<file path="src/rtl/dts_pkg.sv">
// Purpose: shared constants and carriers for draw target select and write mask
// Assumes: one 250 MHz clock, synchronous active-high reset
// Notes:   selector codes are block-local encodings
package dts_pkg;
  localparam int unsigned MAX_TARGETS    = 4;
  localparam int unsigned MAX_ATTACH     = 4;
  localparam int unsigned AUX_COUNT      = 2;
  localparam int unsigned IDX_W          = 8;
  localparam int unsigned STEN_W         = 8;
  localparam int unsigned BUF_W          = 4 + AUX_COUNT + MAX_ATTACH;

  // selector encodings
  localparam logic [4:0] SEL_NONE        = 5'h00;
  localparam logic [4:0] SEL_FL          = 5'h01;
  localparam logic [4:0] SEL_FR          = 5'h02;
  localparam logic [4:0] SEL_BL          = 5'h03;
  localparam logic [4:0] SEL_BR          = 5'h04;
  localparam logic [4:0] SEL_FRONT       = 5'h05;
  localparam logic [4:0] SEL_BACK        = 5'h06;
  localparam logic [4:0] SEL_LEFT        = 5'h07;
  localparam logic [4:0] SEL_RIGHT       = 5'h08;
  localparam logic [4:0] SEL_FAB         = 5'h09;
  localparam logic [4:0] SEL_AUX0        = 5'h0a;
  localparam logic [4:0] SEL_ATT0        = 5'h10;

  // error codes
  localparam logic [1:0] ERR_NONE        = 2'h0;
  localparam logic [1:0] ERR_SELECTOR    = 2'h1;
  localparam logic [1:0] ERR_VALUE       = 2'h2;
  localparam logic [1:0] ERR_OPERATION   = 2'h3;

  // register byte offsets
  localparam logic [7:0] OFF_CMD_LIST    = 8'h00;
  localparam logic [7:0] OFF_CMD_SINGLE  = 8'h04;
  localparam logic [7:0] OFF_CMD_CMASK   = 8'h08;
  localparam logic [7:0] OFF_CMD_CMASKALL= 8'h0c;
  localparam logic [7:0] OFF_INDEX_MASK  = 8'h10;
  localparam logic [7:0] OFF_DEPTH_EN    = 8'h14;
  localparam logic [7:0] OFF_STEN_SIDED  = 8'h18;
  localparam logic [7:0] OFF_STEN_BOTH   = 8'h1c;
  localparam logic [7:0] OFF_ERROR       = 8'h20;
  localparam logic [7:0] OFF_TARGET0     = 8'h24;
  localparam logic [7:0] OFF_TARGETS     = 8'h28;
  localparam logic [7:0] OFF_CMASKS      = 8'h2c;
  localparam logic [7:0] OFF_STEN_RD     = 8'h30;

  localparam logic [1:0] FACE_FRONT      = 2'h1;
  localparam logic [1:0] FACE_BACK       = 2'h2;
  localparam logic [1:0] FACE_BOTH       = 2'h3;

  typedef struct packed {
    logic              valid;
    logic              back_facing;
    logic              is_clear;
    logic [MAX_TARGETS-1:0] color_written;
    logic              single_output;
  } dts_frag_s;

  typedef struct packed {
    logic [MAX_TARGETS-1:0][BUF_W-1:0] buf_en;
    logic [MAX_TARGETS-1:0][3:0]       comp_en;
    logic [IDX_W-1:0]                  index_mask;
    logic                              depth_en;
    logic [STEN_W-1:0]                 sten_mask;
    logic [MAX_TARGETS-1:0]            src_sel;
  } dts_wr_s;
endpackage

</file>
<file path="src/rtl/dts_top.sv">
// Purpose: draw target selection, validation and per-buffer write masks
// Assumes: registers over AXI4-Lite; configuration straps are static
// Notes:   commands are register writes; errors are sticky until read
//
// What this block does
// - list maps targets in order, rest none
// - list length above maximum: bad value
// - repeated non-none buffer: bad operation
// - multi-buffer selectors in list: bad selector
// - default fb unallocated buffer: bad operation
// - attachment fb bad selector: bad operation; single select past last attachment: bad value
// - empty attachment slot writes nothing
// - none suppresses; others reach selected buffers
// - buffers present follow stereo and double
// - reset targets: back/front/none or slot zero
// - targets readable by index, colour zero
// - index mask gates index bits
// - four component enables per target
// - multi-buffer target shares component enables
// - unindexed colour mask sets all targets
// - colour mask index too high: bad value
// - depth write bit, set at reset
// - front and back stencil masks, face select
// - facing picks mask; clears use front
// - masks all ones at reset
// - multisample: masks govern samples, resolve always
// - single output broadcast, multiple separate
// - single select sets zero, others none
`timescale 1ns/1ps
module dts_top (
  input  wire logic                  ref_clk_i,
  input  wire logic                  srst_i,
  input  wire logic                  stereo_i,
  input  wire logic                  double_i,
  input  wire logic                  default_fb_i,
  input  wire logic                  has_default_fb_i,
  input  wire logic [dts_pkg::MAX_ATTACH-1:0] attach_present_i,
  input  wire logic                  multisample_i,
  input  wire dts_pkg::dts_frag_s    frag_i,
  output dts_pkg::dts_wr_s           wr_o,
  output logic                       wr_valid_o,
  output logic                       resolve_o,
  input  wire logic [7:0]            s_axi_awaddr,
  input  wire logic                  s_axi_awvalid,
  output logic                       s_axi_awready,
  input  wire logic [31:0]           s_axi_wdata,
  input  wire logic [3:0]            s_axi_wstrb,
  input  wire logic                  s_axi_wvalid,
  output logic                       s_axi_wready,
  output logic [1:0]                 s_axi_bresp,
  output logic                       s_axi_bvalid,
  input  wire logic                  s_axi_bready,
  input  wire logic [7:0]            s_axi_araddr,
  input  wire logic                  s_axi_arvalid,
  output logic                       s_axi_arready,
  output logic [31:0]                s_axi_rdata,
  output logic [1:0]                 s_axi_rresp,
  output logic                       s_axi_rvalid,
  input  wire logic                  s_axi_rready
);
  localparam int unsigned NT = dts_pkg::MAX_TARGETS;
  localparam int unsigned BW = dts_pkg::BUF_W;

  logic [NT-1:0][4:0]         target_reg;
  logic [NT-1:0][3:0]         cmask_reg;
  logic [dts_pkg::IDX_W-1:0]  index_mask_reg;
  logic                       depth_en_reg;
  logic [dts_pkg::STEN_W-1:0] sten_front_reg;
  logic [dts_pkg::STEN_W-1:0] sten_back_reg;
  logic [1:0]                 error_reg;
  logic [7:0]                 aw_reg;
  logic [31:0]                wd_reg;
  logic                       aw_have_reg;
  logic                       w_have_reg;

  ////////////////////////////////////////////////////////////////////////
  // selector helpers
  function automatic logic [BW-1:0] decode_sel(input logic [4:0] s);
    logic [BW-1:0] v;
    v = '0;
    case (s)
      dts_pkg::SEL_FL:    v[0] = 1'b1;
      dts_pkg::SEL_FR:    v[1] = 1'b1;
      dts_pkg::SEL_BL:    v[2] = 1'b1;
      dts_pkg::SEL_BR:    v[3] = 1'b1;
      dts_pkg::SEL_FRONT: v[1:0] = 2'h3;
      dts_pkg::SEL_BACK:  v[3:2] = 2'h3;
      dts_pkg::SEL_LEFT:  v[3:0] = 4'h5;
      dts_pkg::SEL_RIGHT: v[3:0] = 4'ha;
      dts_pkg::SEL_FAB:   v[3:0] = 4'hf;
      default: begin
        if (s >= dts_pkg::SEL_ATT0 && s < dts_pkg::SEL_ATT0 + 5'(dts_pkg::MAX_ATTACH))
          v[4 + dts_pkg::AUX_COUNT + int'(s - dts_pkg::SEL_ATT0)] = 1'b1;
        else if (s >= dts_pkg::SEL_AUX0 && s < dts_pkg::SEL_AUX0 + 5'(dts_pkg::AUX_COUNT))
          v[4 + int'(s - dts_pkg::SEL_AUX0)] = 1'b1;
      end
    endcase
    return v;
  endfunction

  // buffers this context owns: left always, right if stereo, back if double
  logic [BW-1:0] present;
  always_comb begin
    present = '0;
    present[0] = 1'b1;
    present[1] = stereo_i;
    present[2] = double_i;
    present[3] = double_i & stereo_i;
    present[4 +: dts_pkg::AUX_COUNT] = '1;
    present[4 + dts_pkg::AUX_COUNT +: dts_pkg::MAX_ATTACH] = attach_present_i;
  end

  // 0 ok, else error code for one list entry
  function automatic logic [1:0] check_sel(input logic [4:0] s, input logic dfb,
                                            input logic [BW-1:0] pres);
    logic [BW-1:0] v;
    v = decode_sel(s);
    if (s == dts_pkg::SEL_NONE)
      return dts_pkg::ERR_NONE;
    if (s >= dts_pkg::SEL_FRONT && s <= dts_pkg::SEL_FAB)
      return dts_pkg::ERR_SELECTOR;
    if (dfb) begin
      if (s >= dts_pkg::SEL_ATT0 || v == '0 || (v & pres) == '0)
        return dts_pkg::ERR_OPERATION;
    end else if (s < dts_pkg::SEL_ATT0 || v == '0) begin
      return dts_pkg::ERR_OPERATION;
    end
    return dts_pkg::ERR_NONE;
  endfunction

  ////////////////////////////////////////////////////////////////////////
  // AXI4-Lite write: address and data taken in either order
  logic wr_fire;
  assign s_axi_awready = !aw_have_reg && !s_axi_bvalid;
  assign s_axi_wready  = !w_have_reg && !s_axi_bvalid;
  assign wr_fire       = aw_have_reg && w_have_reg && !s_axi_bvalid;

  always_ff @(posedge ref_clk_i) begin
    if (srst_i) begin
      aw_have_reg <= 1'b0;
      w_have_reg  <= 1'b0;
      aw_reg      <= 8'h00;
      wd_reg      <= 32'h0000_0000;
      s_axi_bvalid <= 1'b0;
    end else begin
      if (s_axi_awvalid && s_axi_awready) begin
        aw_have_reg <= 1'b1;
        aw_reg      <= s_axi_awaddr;
      end
      if (s_axi_wvalid && s_axi_wready) begin
        w_have_reg <= 1'b1;
        wd_reg     <= s_axi_wdata;
      end
      if (wr_fire) begin
        aw_have_reg  <= 1'b0;
        w_have_reg   <= 1'b0;
        s_axi_bvalid <= 1'b1;
      end else if (s_axi_bready) begin
        s_axi_bvalid <= 1'b0;
      end
    end
  end
  assign s_axi_bresp = 2'h0;

  ////////////////////////////////////////////////////////////////////////
  // command evaluation; list word: [2:0] length, [8+5i +: 5] entry i
  logic [NT-1:0][4:0] list_next;
  logic [1:0]         cmd_err;
  logic [2:0]         list_len;

  always_comb begin
    list_next = target_reg;
    cmd_err   = dts_pkg::ERR_NONE;
    list_len  = wd_reg[2:0];
    case (aw_reg)
      dts_pkg::OFF_CMD_LIST: begin
        if (32'(list_len) > NT)
          cmd_err = dts_pkg::ERR_VALUE;
        for (int i = 0; i < NT; i++) begin
          list_next[i] = (i < int'(list_len)) ? wd_reg[8 + 5*i +: 5] : dts_pkg::SEL_NONE;
          if (cmd_err == dts_pkg::ERR_NONE)
            cmd_err = check_sel(list_next[i], default_fb_i, present);
          for (int j = 0; j < i; j++)
            if (cmd_err == dts_pkg::ERR_NONE && list_next[i] != dts_pkg::SEL_NONE &&
                list_next[i] == list_next[j])
              cmd_err = dts_pkg::ERR_OPERATION;
        end
      end
      dts_pkg::OFF_CMD_SINGLE: begin
        list_next    = '0;
        list_next[0] = wd_reg[4:0];
        if (wd_reg[4:0] != dts_pkg::SEL_NONE) begin
          if (default_fb_i && (wd_reg[4:0] >= dts_pkg::SEL_ATT0 ||
                               (decode_sel(wd_reg[4:0]) & present) == '0))
            cmd_err = dts_pkg::ERR_OPERATION;
          else if (!default_fb_i && wd_reg[4:0] < dts_pkg::SEL_ATT0)
            cmd_err = dts_pkg::ERR_OPERATION;
          else if (!default_fb_i && decode_sel(wd_reg[4:0]) == '0)
            cmd_err = dts_pkg::ERR_VALUE;
        end
      end
      dts_pkg::OFF_CMD_CMASK: begin
        if (wd_reg[31:8] > 24'(NT - 1))
          cmd_err = dts_pkg::ERR_VALUE;
      end
      default: ;
    endcase
  end

  // error held until read; a new error in the read cycle wins
  logic rd_err_take;
  always_ff @(posedge ref_clk_i) begin
    if (srst_i)
      error_reg <= dts_pkg::ERR_NONE;
    else if (wr_fire && cmd_err != dts_pkg::ERR_NONE &&
             (error_reg == dts_pkg::ERR_NONE || rd_err_take))
      error_reg <= cmd_err;
    else if (rd_err_take)
      error_reg <= dts_pkg::ERR_NONE;
  end

  logic cmd_ok;
  assign cmd_ok = wr_fire && cmd_err == dts_pkg::ERR_NONE;

  always_ff @(posedge ref_clk_i) begin
    if (srst_i) begin
      target_reg <= '0;
      if (!default_fb_i)
        target_reg[0] <= dts_pkg::SEL_ATT0;
      else if (has_default_fb_i)
        target_reg[0] <= double_i ? dts_pkg::SEL_BACK : dts_pkg::SEL_FRONT;
    end else if (cmd_ok && (aw_reg == dts_pkg::OFF_CMD_LIST ||
                            aw_reg == dts_pkg::OFF_CMD_SINGLE)) begin
      target_reg <= list_next;
    end
  end

  always_ff @(posedge ref_clk_i) begin
    if (srst_i) begin
      cmask_reg <= '1;
    end else if (cmd_ok && aw_reg == dts_pkg::OFF_CMD_CMASK) begin
      cmask_reg[wd_reg[$clog2(NT)+7:8]] <= wd_reg[3:0];
    end else if (cmd_ok && aw_reg == dts_pkg::OFF_CMD_CMASKALL) begin
      for (int i = 0; i < NT; i++)
        cmask_reg[i] <= wd_reg[3:0];
    end
  end

  always_ff @(posedge ref_clk_i) begin
    if (srst_i) begin
      index_mask_reg <= '1;
      depth_en_reg   <= 1'b1;
      sten_front_reg <= '1;
      sten_back_reg  <= '1;
    end else if (cmd_ok) begin
      case (aw_reg)
        dts_pkg::OFF_INDEX_MASK: index_mask_reg <= wd_reg[dts_pkg::IDX_W-1:0];
        dts_pkg::OFF_DEPTH_EN:   depth_en_reg   <= |wd_reg;
        dts_pkg::OFF_STEN_BOTH: begin
          sten_front_reg <= wd_reg[dts_pkg::STEN_W-1:0];
          sten_back_reg  <= wd_reg[dts_pkg::STEN_W-1:0];
        end
        dts_pkg::OFF_STEN_SIDED: begin
          if (wd_reg[9:8] == dts_pkg::FACE_FRONT || wd_reg[9:8] == dts_pkg::FACE_BOTH)
            sten_front_reg <= wd_reg[dts_pkg::STEN_W-1:0];
          if (wd_reg[9:8] == dts_pkg::FACE_BACK || wd_reg[9:8] == dts_pkg::FACE_BOTH)
            sten_back_reg  <= wd_reg[dts_pkg::STEN_W-1:0];
        end
        default: ;
      endcase
    end
  end

  ////////////////////////////////////////////////////////////////////////
  // fragment write enables, registered one cycle
  always_ff @(posedge ref_clk_i) begin
    if (srst_i) begin
      wr_o       <= '0;
      wr_valid_o <= 1'b0;
      resolve_o  <= 1'b0;
    end else begin
      wr_valid_o <= frag_i.valid;
      resolve_o  <= frag_i.valid && multisample_i;
      wr_o.index_mask <= index_mask_reg;
      wr_o.depth_en   <= depth_en_reg;
      wr_o.sten_mask  <= (frag_i.back_facing && !frag_i.is_clear) ?
                         sten_back_reg : sten_front_reg;
      for (int i = 0; i < NT; i++) begin
        // masks govern the sample store; resolve still writes targeted buffers
        wr_o.buf_en[i]  <= decode_sel(target_reg[i]) & present;
        wr_o.comp_en[i] <= cmask_reg[i];
        wr_o.src_sel[i] <= frag_i.single_output ? 1'b0 : 1'b1;
      end
    end
  end

  ////////////////////////////////////////////////////////////////////////
  // AXI4-Lite read
  logic [31:0] rd_word;
  assign s_axi_arready = !s_axi_rvalid;
  assign rd_err_take   = s_axi_arvalid && s_axi_arready && s_axi_araddr == dts_pkg::OFF_ERROR;

  always_comb begin
    rd_word = 32'h0000_0000;
    case (s_axi_araddr)
      dts_pkg::OFF_ERROR:      rd_word[1:0] = error_reg;
      dts_pkg::OFF_TARGET0:    rd_word[4:0] = target_reg[0];
      dts_pkg::OFF_TARGETS:    rd_word[5*NT-1:0] = target_reg;
      dts_pkg::OFF_CMASKS:     rd_word[4*NT-1:0] = cmask_reg;
      dts_pkg::OFF_INDEX_MASK: rd_word[dts_pkg::IDX_W-1:0] = index_mask_reg;
      dts_pkg::OFF_DEPTH_EN:   rd_word[0] = depth_en_reg;
      dts_pkg::OFF_STEN_RD:    rd_word[15:0] = {sten_back_reg, sten_front_reg};
      default: ;
    endcase
  end

  always_ff @(posedge ref_clk_i) begin
    if (srst_i) begin
      s_axi_rvalid <= 1'b0;
      s_axi_rdata  <= 32'h0000_0000;
    end else if (s_axi_arvalid && s_axi_arready) begin
      s_axi_rvalid <= 1'b1;
      s_axi_rdata  <= rd_word;
    end else if (s_axi_rready) begin
      s_axi_rvalid <= 1'b0;
    end
  end
  assign s_axi_rresp = 2'h0;

  ////////////////////////////////////////////////////////////////////////
  // checks
  a_error_blocks_state: assert property (@(posedge ref_clk_i) disable iff (srst_i)
    wr_fire && cmd_err != dts_pkg::ERR_NONE |=> $stable(target_reg) && $stable(cmask_reg))
    else $error("erroring command changed state");
  a_len_too_big: assert property (@(posedge ref_clk_i) disable iff (srst_i)
    wr_fire && aw_reg == dts_pkg::OFF_CMD_LIST && 32'(wd_reg[2:0]) > NT &&
    error_reg == dts_pkg::ERR_NONE |=> error_reg == dts_pkg::ERR_VALUE)
    else $error("long list not flagged");
  a_single_clears: assert property (@(posedge ref_clk_i) disable iff (srst_i)
    cmd_ok && aw_reg == dts_pkg::OFF_CMD_SINGLE |=> target_reg[NT-1] == dts_pkg::SEL_NONE)
    else $error("single select left other targets");
  a_mask_all_set: assert property (@(posedge ref_clk_i) disable iff (srst_i)
    cmd_ok && aw_reg == dts_pkg::OFF_CMD_CMASKALL |=> cmask_reg[NT-1] == $past(wd_reg[3:0]))
    else $error("all-mask not applied");
  a_cmask_index: assert property (@(posedge ref_clk_i) disable iff (srst_i)
    wr_fire && aw_reg == dts_pkg::OFF_CMD_CMASK && wd_reg[31:8] >= 24'(NT) &&
    error_reg == dts_pkg::ERR_NONE |=> error_reg == dts_pkg::ERR_VALUE)
    else $error("bad mask index not flagged");
  a_none_no_write: assert property (@(posedge ref_clk_i) disable iff (srst_i)
    frag_i.valid && target_reg[1] == dts_pkg::SEL_NONE |=> wr_o.buf_en[1] == '0)
    else $error("none target wrote");
  a_face_mask: assert property (@(posedge ref_clk_i) disable iff (srst_i)
    frag_i.valid && frag_i.back_facing && !frag_i.is_clear && !cmd_ok
    |=> wr_o.sten_mask == sten_back_reg)
    else $error("back fragment used wrong mask");
  a_depth_reset: assert property (@(posedge ref_clk_i)
    $fell(srst_i) |-> depth_en_reg && index_mask_reg == '1)
    else $error("reset masks wrong");
endmodule

</file>
<file path="config.mk">
export PLATFORM = sky130hd
export DESIGN_NAME = dts_top
export DESIGN_NICKNAME = d
export VERILOG_FILES = /design/src/rtl/dts_pkg.sv /design/src/rtl/dts_top.sv
export SDC_FILE = /design/constraint.sdc
export NUM_CORES = 1
export LEC_CHECK = 0
export BUFFER_PORTS_ARGS = -buffer_cell sky130_fd_sc_hd__buf_4
export CORE_MARGIN = 5
export CORE_UTILIZATION = 58
export DETAILED_ROUTE_END_ITERATION = 16
export PLACE_DENSITY = 0.83
export SLEW_MARGIN = 20
export SYNTH_ARGS = -nofsm -noshare
export SYNTH_HDL_FRONTEND = slang
export SYNTH_SLANG_ARGS = --single-unit
</file>
<file path="constraint.sdc">
create_clock -name ref_clk_i -period 7 [get_ports ref_clk_i]
set_input_delay 1.05 -clock ref_clk_i [delete_from_list [all_inputs] [get_ports ref_clk_i]]
set_output_delay 1.05 -clock ref_clk_i [all_outputs]
set_load 0.02 [all_outputs]
</file>
==> results.json, run 1 <==
{
  "synth-edff-count": 5,
  "setup_tns_ps": 0,
  "synth-async-reset-ratio_pct": 0,
  "synth_compound_area_share_pct": 24.1,
  "vias_per_cell": 6.36,
  "start_util_pct": 58.6,
  "fmax_mhz": 175,
  "drv_cap": 0,
  "cp_slowest_cell": "or4_4",
  "p_leak_uw": 0.00559,
  "first_pass_iters": 7,
  "min_path_type": "flop to flop",
  "outcome": "complete, no violations",
  "cts_max_level": 1,
  "vias": 12809,
  "cts_buffers": 23,
  "cts_hold_buf": 0,
  "cp_max_fo": 16,
  "hpwlAfterDp_um": 27000,
  "crit_end": "target_reg[2]",
  "synthSimpleGateAreaFrac_pct": 27.9,
  "cts_resized": 0,
  "synth_warnings": 0,
  "synthToLayoutAreaGrowth_pct": 14.7,
  "largest_register_ffs": 74,
  "avgRoutedWirePerCell_um": 19.2,
  "grt_usage_pct": 29.3,
  "rsz0062_at_grt": "no",
  "cts_tree": "yes",
  "placed_area_um2": 13800,
  "crit_path_start": "wd_reg[0]",
  "p_per_area_nw_per_um2": 213,
  "drc": 0,
  "place_congestion": 0.991,
  "grt_pass1_wl_um": 60300,
  "reg2regPathDepth": 16,
  "synth_cell_type_count": 91,
  "whs_ps": 454,
  "setup_viol": 0,
  "post_cts_buffers": 0,
  "grt_pass1_vias": 11630,
  "cp_data_arrival_time_ps": 5940,
  "synthCells": 1654,
  "die_height_um": 158,
  "worstMarginPinSlew_ps": 991,
  "cp-start-kind": "flop",
  "post-route-min-period_ps": 5710,
  "syn_area_um2": 12700,
  "clockBufferDepth": 3,
  "clk_latency_ps": 540,
  "core_um2": 21700,
  "cts.sinks": 203,
  "die-area_um2": 25000,
  "reg2reg_to": "target_reg[2]",
  "antenna_found_initial": 0,
  "timing.reg2reg.setup_slack_ps": 1290,
  "boundaryPins": 196,
  "path_cells": "nand2b_1 -> nand3_1 -> ha_1 -> inv_1 -> nand4_1 -> ha_1 -> nor3b_2 -> nand3_2 -> or4_1 -> o2111a_1 -> a311oi_2 -> nor2_1 -> or4_4 -> nor4b_4 -> buf_4 -> o21ba_1",
  "drt_iter0_drc": 1800,
  "ant_nets": 0,
  "grt_max_degree": 96,
  "gr-total-overflow": 0,
  "critPathKind": "flop to flop",
  "num_antenna_cells": 0,
  "finalInstanceArea_um2": 14600,
  "fp.dieW_um": 158,
  "slew_headroom_pct": 33.7,
  "clock_skew_ps": 11.1,
  "clkTransAtPathRegs_ps": 60,
  "fin_crit_sh_pct": 81.5,
  "layout-drive-gt1-share_pct": 15.3,
  "hold_violations": 0,
  "portBuffers": 171,
  "ys_ff_latch": 203,
  "synth_xor_xnor_area_share_pct": 2.41,
  "synth_top_family_by_area": "simple AND/OR/NAND/NOR gates",
  "finalNetCount": 1824,
  "num_rows": 54,
  "drv_slew": 0,
  "synthMuxAreaShare_pct": 2.57,
  "finalPower_uw": 3100,
  "cp.required_ps": 7230,
  "routed_wl_um": 38600,
  "crit_path_max_incr_delay_ps": 670,
  "cp-end-kind": "flop",
  "cp_common_cell": "ha_1",
  "synth.avg_cell_area_um2": 7.69,
  "synthFlopType": "dfxtp_1",
  "irDropWorstVdd_v": 0.000230,
  "cts_root_buf": "clkbuf_16",
  "ys_seq_area_share_pct": 32.4,
  "synthAdderAreaFrac_pct": 3.05,
  "crit-reg2reg-launch": "wd_reg[0]"
}
cell usage after synthesis (all sizes together), types with 8 or more instances:
library cell	count	area (um^2)
nand2	178	676
dfxtp	198	3960
nor3	55	285
a2111oi	8	70.1
nor4	36	225
ha	31	388
a211o	45	394
mux2i	27	270
o211ai	11	82.6
a41oi	8	70.1
a221oi	13	114
clkbuf	102	383
a211oi	18	135
nand2b	25	156
xor2	12	105
nor4bb	9	90.1
and2	9	56.3
xnor2	23	201
nor2	170	638
nor2b	59	377
buf	60	368
a31oi	24	150
a22oi	28	210
a21oi	97	489
and3	19	119
nor4b	13	129
nor3b	16	125
nand3	50	268
or3	11	68.8
inv	51	191
o22ai	13	81.3
o21ai	81	417
nand4	16	100
o31ai	17	163
critical path, delay by kind of cell, from the launching register on:
family / cells / cell delay [ps]
AND/OR/NAND/NOR: 9 / 3010
flip-flops: 1 / 600
buffers and inverters: 2 / 400
AO/OA/AOI/OAI: 3 / 670
adder cells (fa/ha/maj): 2 / 710
final cells by class:
class | count | area (um^2)
multi-input combinational | 1248 | 7710
fill | 1830 | 7110
sequential | 203 | 4110
timing repair buffer | 185 | 1390
clock buffer | 28 | 614
tap | 280 | 350
inverter | 56 | 211
clock inverter | 14 | 184
layer usage:
metal / vias to the layer above / share of wire, % / track usage (%)
met5: - / 0 / 0
met4: 0 / 3.6 / 11.0
met3: 112 / 11 / 5.28
met2: 770 / 44 / 45.7
met1: 5836 / 41 / 40.7
li1: 6091 / - / -
through the flow:
step / instances / setup WS, ps / utilization, %
2_1_floorplan: 1669 / 1530 / -
3_3_place_gp: 1972 / 1440 / 63.4
3_5_place_dp: 1972 / 1400 / 63.4
4_1_cts: 2014 / 1370 / 67.1
5_1_grt: 2014 / 990 / 67.2
6_report: 2014 / 1290 / 67.2
cells by family (layout without fill, tap and decap cells):
kind of cell | Yosys count | count (layout)
AOI/OAI and AO/OA | 440 | 440
xor gates and xnor gates | 35 | 35
adders and majority gates | 31 | 31
buffers and inverters | 218 | 283
DFF | 203 | 203
muxes | 32 | 32
other | 1 | 16
and+or+nand+nor | 694 | 694
worst min path at each step:
stage	startpoint	to	slack, ps	cells after the start
floorplan	aw_reg[6]	aw_reg[6]	440	2
global placement	aw_reg[0]	aw_reg[0]	440	2
detailed placement	wd_reg[6]	wd_reg[6]	450	2
CTS	wd_reg[6]	wd_reg[6]	460	2
global route	aw_reg[1]	aw_reg[1]	480	2
finish	wd_reg[6]	wd_reg[6]	450	2
cell usage in the layout, fill, tap and decap left out, types with 9 or more instances in the layout:
cell type / synthesis / layout
dfxtp_1: 198 / 198
and3_1: 19 / 19
nor2_1: 170 / 170
nor4bb_1: 9 / 9
nand2_1: 177 / 176
nor4_1: 36 / 36
nor4b_1: 12 / 12
ha_1: 31 / 31
o211ai_1: 11 / 11
nand3_1: 48 / 48
xor2_1: 12 / 12
a211o_1: 45 / 45
a22oi_1: 28 / 28
nor3_1: 53 / 53
a211oi_1: 18 / 18
nor3b_1: 15 / 15
nand4_1: 16 / 16
nand2b_1: 25 / 25
o21ai_0: 75 / 75
a221oi_1: 13 / 13
or3_1: 11 / 11
nor2b_1: 58 / 58
a21oi_1: 96 / 95
inv_1: 51 / 51
a31oi_1: 24 / 24
clkbuf_16: 0 / 23
o31ai_1: 10 / 10
buf_4: 20 / 185
conb_1: 1 / 16
xnor2_1: 23 / 23
mux2i_1: 27 / 27
o22ai_1: 13 / 13
power breakdown:
part           leakage (uW)  switching, uW  internal [uW]
Combinational       0.00353            362            203
Sequential          0.00167           74.0           1200
Clock              0.000391            515            748
No activity file was read; power rests on OpenSTA's default activity.
==> run 2: changes to the inputs <==
==> constraint.sdc (replaced) <==
create_clock -name ref_clk_i -period 5.97 [get_ports ref_clk_i]
set_input_delay 0.8955 -clock ref_clk_i [delete_from_list [all_inputs] [get_ports ref_clk_i]]
set_output_delay 0.8955 -clock ref_clk_i [all_outputs]
set_load 0.02 [all_outputs]
==> run 2 against run 1 <==
Largest power group is now clock. Critical path depth unchanged. Power up 19%. Maximum frequency increased by 4.3%. Critical path type unchanged. Wire length is 1.7% higher. Cell area increased by 0.64%. Sequential power is 16% higher. Final cell count is 0.45% higher.
==> results.json, run 2 (synthesis results as in run 1) <==
{
  "finalNetCount": 1833,
  "die-area_um2": 25000,
  "grt_pass1_wl_um": 61000,
  "cp-start-kind": "flop",
  "core_um2": 21700,
  "largest_register_ffs": 74,
  "cp_data_arrival_time_ps": 5670,
  "drt-met1-wl_um": 16300,
  "reg2reg_to": "target_reg[2]",
  "p_per_area_nw_per_um2": 251,
  "cts_hold_buf": 0,
  "fp.dieW_um": 158,
  "final_cell_mix": "dfxtp_1 (198), buf_4 (195), nand2_1 (176)",
  "layout-drive-gt1-share_pct": 15.8,
  "slew_headroom_pct": 34.4,
  "timing.reg2reg.setup_slack_ps": 500,
  "drv_slew": 0,
  "hold_path_end": "wd_reg[29]",
  "met2WireLength_um": 17400,
  "cts_tree": "yes",
  "synthToLayoutAreaGrowth_pct": 15.4,
  "grt_max_degree": 95,
  "portBuffers": 171,
  "hpwlAfterDp_um": 27400,
  "clockBufferDepth": 3,
  "dp_slack_ps": 617,
  "min_path_type": "flop to flop",
  "boundaryPins": 196,
  "clock_skew_ps": 11.1,
  "clk_latency_ps": 510,
  "cts_root_buf": "clkbuf_16",
  "worst_slack_ps": 496,
  "hp-start": "wd_reg[29]",
  "post-route-min-period_ps": 5470,
  "critPathKind": "flop to flop",
  "irDropWorstVdd_v": 0.000198,
  "place_congestion": 0.979,
  "drv_cap": 0,
  "start_util_pct": 58.6,
  "rsz0062_at_grt": "no",
  "antenna_found_initial": 0,
  "fin_crit_sh_pct": 91.7,
  "grt_pass1_vias": 11606,
  "drt_iter0_drc": 1774,
  "avgRoutedWirePerCell_um": 19.4,
  "die_height_um": 158,
  "wl_met3_um": 4230,
  "hold_violations": 0,
  "top_layer": "met4",
  "vias": 12892,
  "grt_usage_pct": 29.7,
  "p_leak_uw": 0.00564,
  "cts.sinks": 203,
  "vias_per_cell": 6.37,
  "outcome": "complete, no violations",
  "gr-total-overflow": 0,
  "post_cts_buffers": 0,
  "cts_buffers": 22,
  "clkTransAtPathRegs_ps": 70,
  "cp-end-kind": "flop",
  "cp_max_fo": 17,
  "routed_wl_um": 39300,
  "setup_viol": 0,
  "fmax_mhz": 183,
  "crit-reg2reg-launch": "wd_reg[1]",
  "cp.required_ps": 6160,
  "setup_tns_ps": 0,
  "worstMarginPinSlew_ps": 985,
  "final_common_cell": "dfxtp_1",
  "hold_path_depth": 2,
  "num_rows": 54,
  "drc": 0,
  "reg2regPathDepth": 16,
  "cts_max_level": 1,
  "ant_nets": 0,
  "cts_resized": 0,
  "first_pass_iters": 6
}
[run 2: routing by layer]
metal	vias up	track usage [%]
met1	5921	41.9
li1	6109	-
met2	751	45.8
met4	0	10.5
met5	-	0
met3	111	5.49
[run 2: metrics by stage]
stage | instance area (um^2) | cells | total power (uW) | hold slack [ps] | utilization, %
2_1_floorplan | 12800 | 1669 | 1980 | 436 | -
3_3_place_gp | 13800 | 1982 | 2160 | 445 | 63.8
3_5_place_dp | 13800 | 1982 | 2180 | 447 | 63.8
4_1_cts | 14600 | 2022 | 3680 | 455 | 67.5
5_1_grt | 14700 | 2022 | 3810 | 474 | 67.6
6_report | 14700 | 2023 | 3680 | 455 | 67.6
[run 2: report_power, final]
group	total, uW	internal (uW)	switching, uW	leakage [uW]
logic	681	244	437	0.00358
clock network	1520	941	577	0.000396
registers	1490	1410	77.4	0.00167
total	3680	2590	1090	0.00564
[run 2: critical path: stages (launching register included)]
cell and delay, ps:
dfxtp_1 490, ha_1 300, nand2b_1 450, nand3_1 400, ha_1 340, inv_1 80, nand4_1 100, ha_1 290
nor3b_2 240, nand3_2 150, or4_1 540, o2111a_1 190, a311oi_2 210, nor2_1 110, or4_4 670, nor4b_4 320
o21ba_1 280
[run 2: cell type report]
cell class / instances / area, um^2
multi-input cells: 1248 / 7710
fillers: 1820 / 7020
flip-flops and latches: 203 / 4110
repair buffers: 195 / 1460
clock buffers: 28 / 646
well taps: 280 / 350
inverters: 56 / 211
clock inverters: 12 / 171
diodes: 1 / 2.50
[run 2: worst max-delay path by stage]
stage,slack (ps),startpoint,depth (start not counted),end
floorplan,500,wd_reg[1],23,target_reg[0]
global placement,670,wd_reg[1],16,target_reg[0]
detailed placement,620,wd_reg[1],16,target_reg[4]
CTS,590,wd_reg[1],16,target_reg[4]
global route,200,wd_reg[1],16,target_reg[4]
finish,500,wd_reg[1],16,target_reg[2]
==> run 3: changes to the inputs <==
--- a/config.mk
+++ b/config.mk
@@ -10,6 +10,7 @@
 export CORE_UTILIZATION = 58
 export DETAILED_ROUTE_END_ITERATION = 16
 export PLACE_DENSITY = 0.83
+export REMOVE_ABC_BUFFERS = 1
 export SLEW_MARGIN = 20
 export SYNTH_ARGS = -nofsm -noshare
 export SYNTH_HDL_FRONTEND = slang
==> run 3 against run 2 <==
Sequential share of layout area is 0.077 points higher. Cell area decreased by 0.27%. Final cell count did not move. Sequential power about the same. Core utilization decreased by 0.18 points. Power is 2.7% lower. Clock power is 7% lower. Die area did not move. Critical path depth up 1. Largest cell class unchanged. Hold slack got worse by 1.7 ps. Critical endpoint is now target_reg[0].
==> results.json, run 3 (synthesis results as in run 1) <==
{
  "finalInstanceArea_um2": 14600,
  "fmax_mhz": 187,
  "grt_pass1_vias": 11442,
  "cts.sinks": 203,
  "post_cts_buffers": 0,
  "clkTransAtPathRegs_ps": 60,
  "vias_per_cell": 6.39,
  "finalNetCount": 1836,
  "drv_cap": 0,
  "irDropWorstVdd_v": 0.000206,
  "clock_skew_ps": 16.5,
  "boundaryPins": 196,
  "combPwrFrac_pct": 19.1,
  "die-area_um2": 25000,
  "routed_wl_um": 39300,
  "cts_buffers": 22,
  "cp_max_fo": 17,
  "worstMarginPinSlew_ps": 1080,
  "cp-end-kind": "flop",
  "cts_root_buf": "clkbuf_16",
  "portBuffers": 171,
  "cts_resized": 0,
  "start_util_pct": 58.6,
  "synthToLayoutAreaGrowth_pct": 15.1,
  "largest_register_ffs": 74,
  "drt_iter0_drc": 1356,
  "layout-drive-gt1-share_pct": 15.7,
  "switching_share_pct": 29.6,
  "p_clk_share_pct": 39.4,
  "p_per_area_nw_per_um2": 245,
  "rsz0062_at_grt": "no",
  "cp.required_ps": 6160,
  "cts_hold_buf": 0,
  "gr-total-overflow": 0,
  "core_um2": 21700,
  "grt_max_degree": 89,
  "cp-start-kind": "flop",
  "critPathKind": "flop to flop",
  "vias": 12928,
  "num_antenna_cells": 0,
  "p_int_uw": 2530,
  "grt_pass1_wl_um": 60800,
  "cts_max_level": 1,
  "avgRoutedWirePerCell_um": 19.4,
  "placed_area_um2": 13900,
  "hold_violations": 0,
  "first_pass_iters": 6,
  "cts_tree": "yes",
  "outcome": "complete, no violations",
  "ant_nets": 0,
  "place_congestion": 0.972,
  "clk_latency_ps": 510,
  "die_height_um": 158,
  "p_leak_uw": 0.00563,
  "post-route-min-period_ps": 5340,
  "min_path_type": "flop to flop",
  "fp.dieW_um": 158,
  "slew_headroom_pct": 27.5,
  "p_sw_uw": 1060,
  "grt_usage_pct": 29.8,
  "fill_cells": 1822,
  "num_rows": 54,
  "cp_data_arrival_time_ps": 5530,
  "final_cell_mix": "dfxtp_1 (198), buf_4 (198), nand2_1 (176)",
  "setup_viol": 0,
  "fin_crit_sh_pct": 89.4,
  "clockBufferDepth": 3,
  "drc": 0,
  "hpwlAfterDp_um": 27500,
  "whs_ps": 454,
  "antenna_found_initial": 0,
  "drv_slew": 0,
  "pwr-share-seq_pct": 41.4
}
run 3: changes by cell type in the layout (fill, tap and decap cells not counted), sizes merged:
| cell | change |
|---|---|
| bufinv | -1 |
| diode | -1 |
| clkinvlp | -3 |
| clkbuf | +2 |
| buf | +3 |
run 3: worst paths after layout:
| path | end | depth (start not counted) | startpoint | slack [ps] |
|---|---|---|---|---|
| setup / recovery | target_reg[0] | 17 | wd_reg[1] | 630 |
| hold / removal | aw_reg[7] | 2 | aw_reg[7] | 450 |
| setup reg to reg | target_reg[0] | 17 | wd_reg[1] | 630 |
| hold reg to reg | aw_reg[7] | 2 | aw_reg[7] | 450 |
run 3: layout make-up:
type / instances / area (um^2) / area share, %
sequential: 203 / 4110 / 28.1
timing repair buffer: 198 / 1490 / 10.2
clock inverter: 8 / 121 / 0.830
tap: 280 / 350 / 2.40
multi-input combinational: 1248 / 7710 / 52.7
clock buffer: 30 / 632 / 4.32
inverter: 56 / 211 / 1.45
run 3: power groups by stage:
stage          sequential [uW]  combinational, uW  clock [uW]
2_1_floorplan             1530                375           0
6_report                  1490                686        1410
4_1_cts                   1480                672        1430
5_1_grt                   1490                739        1490
3_5_place_dp              1510                669           0
3_3_place_gp              1510                658           0
run 3: layer usage:
layer  vias up  GRT usage [%]  wire length, um
met5         -              0                0
met4         0           9.22             1200
met3        84           5.19             3840
met2       666           47.4            18100
met1      6067           41.6            16100
li1       6111              -                -
run 3: metrics by stage:
step                      utilization [%]  std cells  total power (uW)  setup slack (ps)  setup TNS [ps]
after CTS                            67.4       2023              3580               697               0
final                                67.4       2023              3590               632               0
after global routing                 67.4       2023              3720               406               0
after floorplan                         -       1507              1910              -793          -10080
after global placement               63.9       1985              2170               840               0
after detailed placement             63.9       1985              2180               738               0
run 3: worst max-delay path, stage by stage, from the launching register on:
cell	delay, ps
dfxtp_1	690
inv_1	130
ha_1	250
clkinv_2	140
nand3_1	290
ha_1	330
inv_1	70
nand4_1	90
ha_1	280
nor3b_2	250
nand3_2	160
or4_1	540
o2111a_1	180
a311oi_2	210
nor2_1	120
or4_4	670
nor4b_4	310
o21ba_1	290
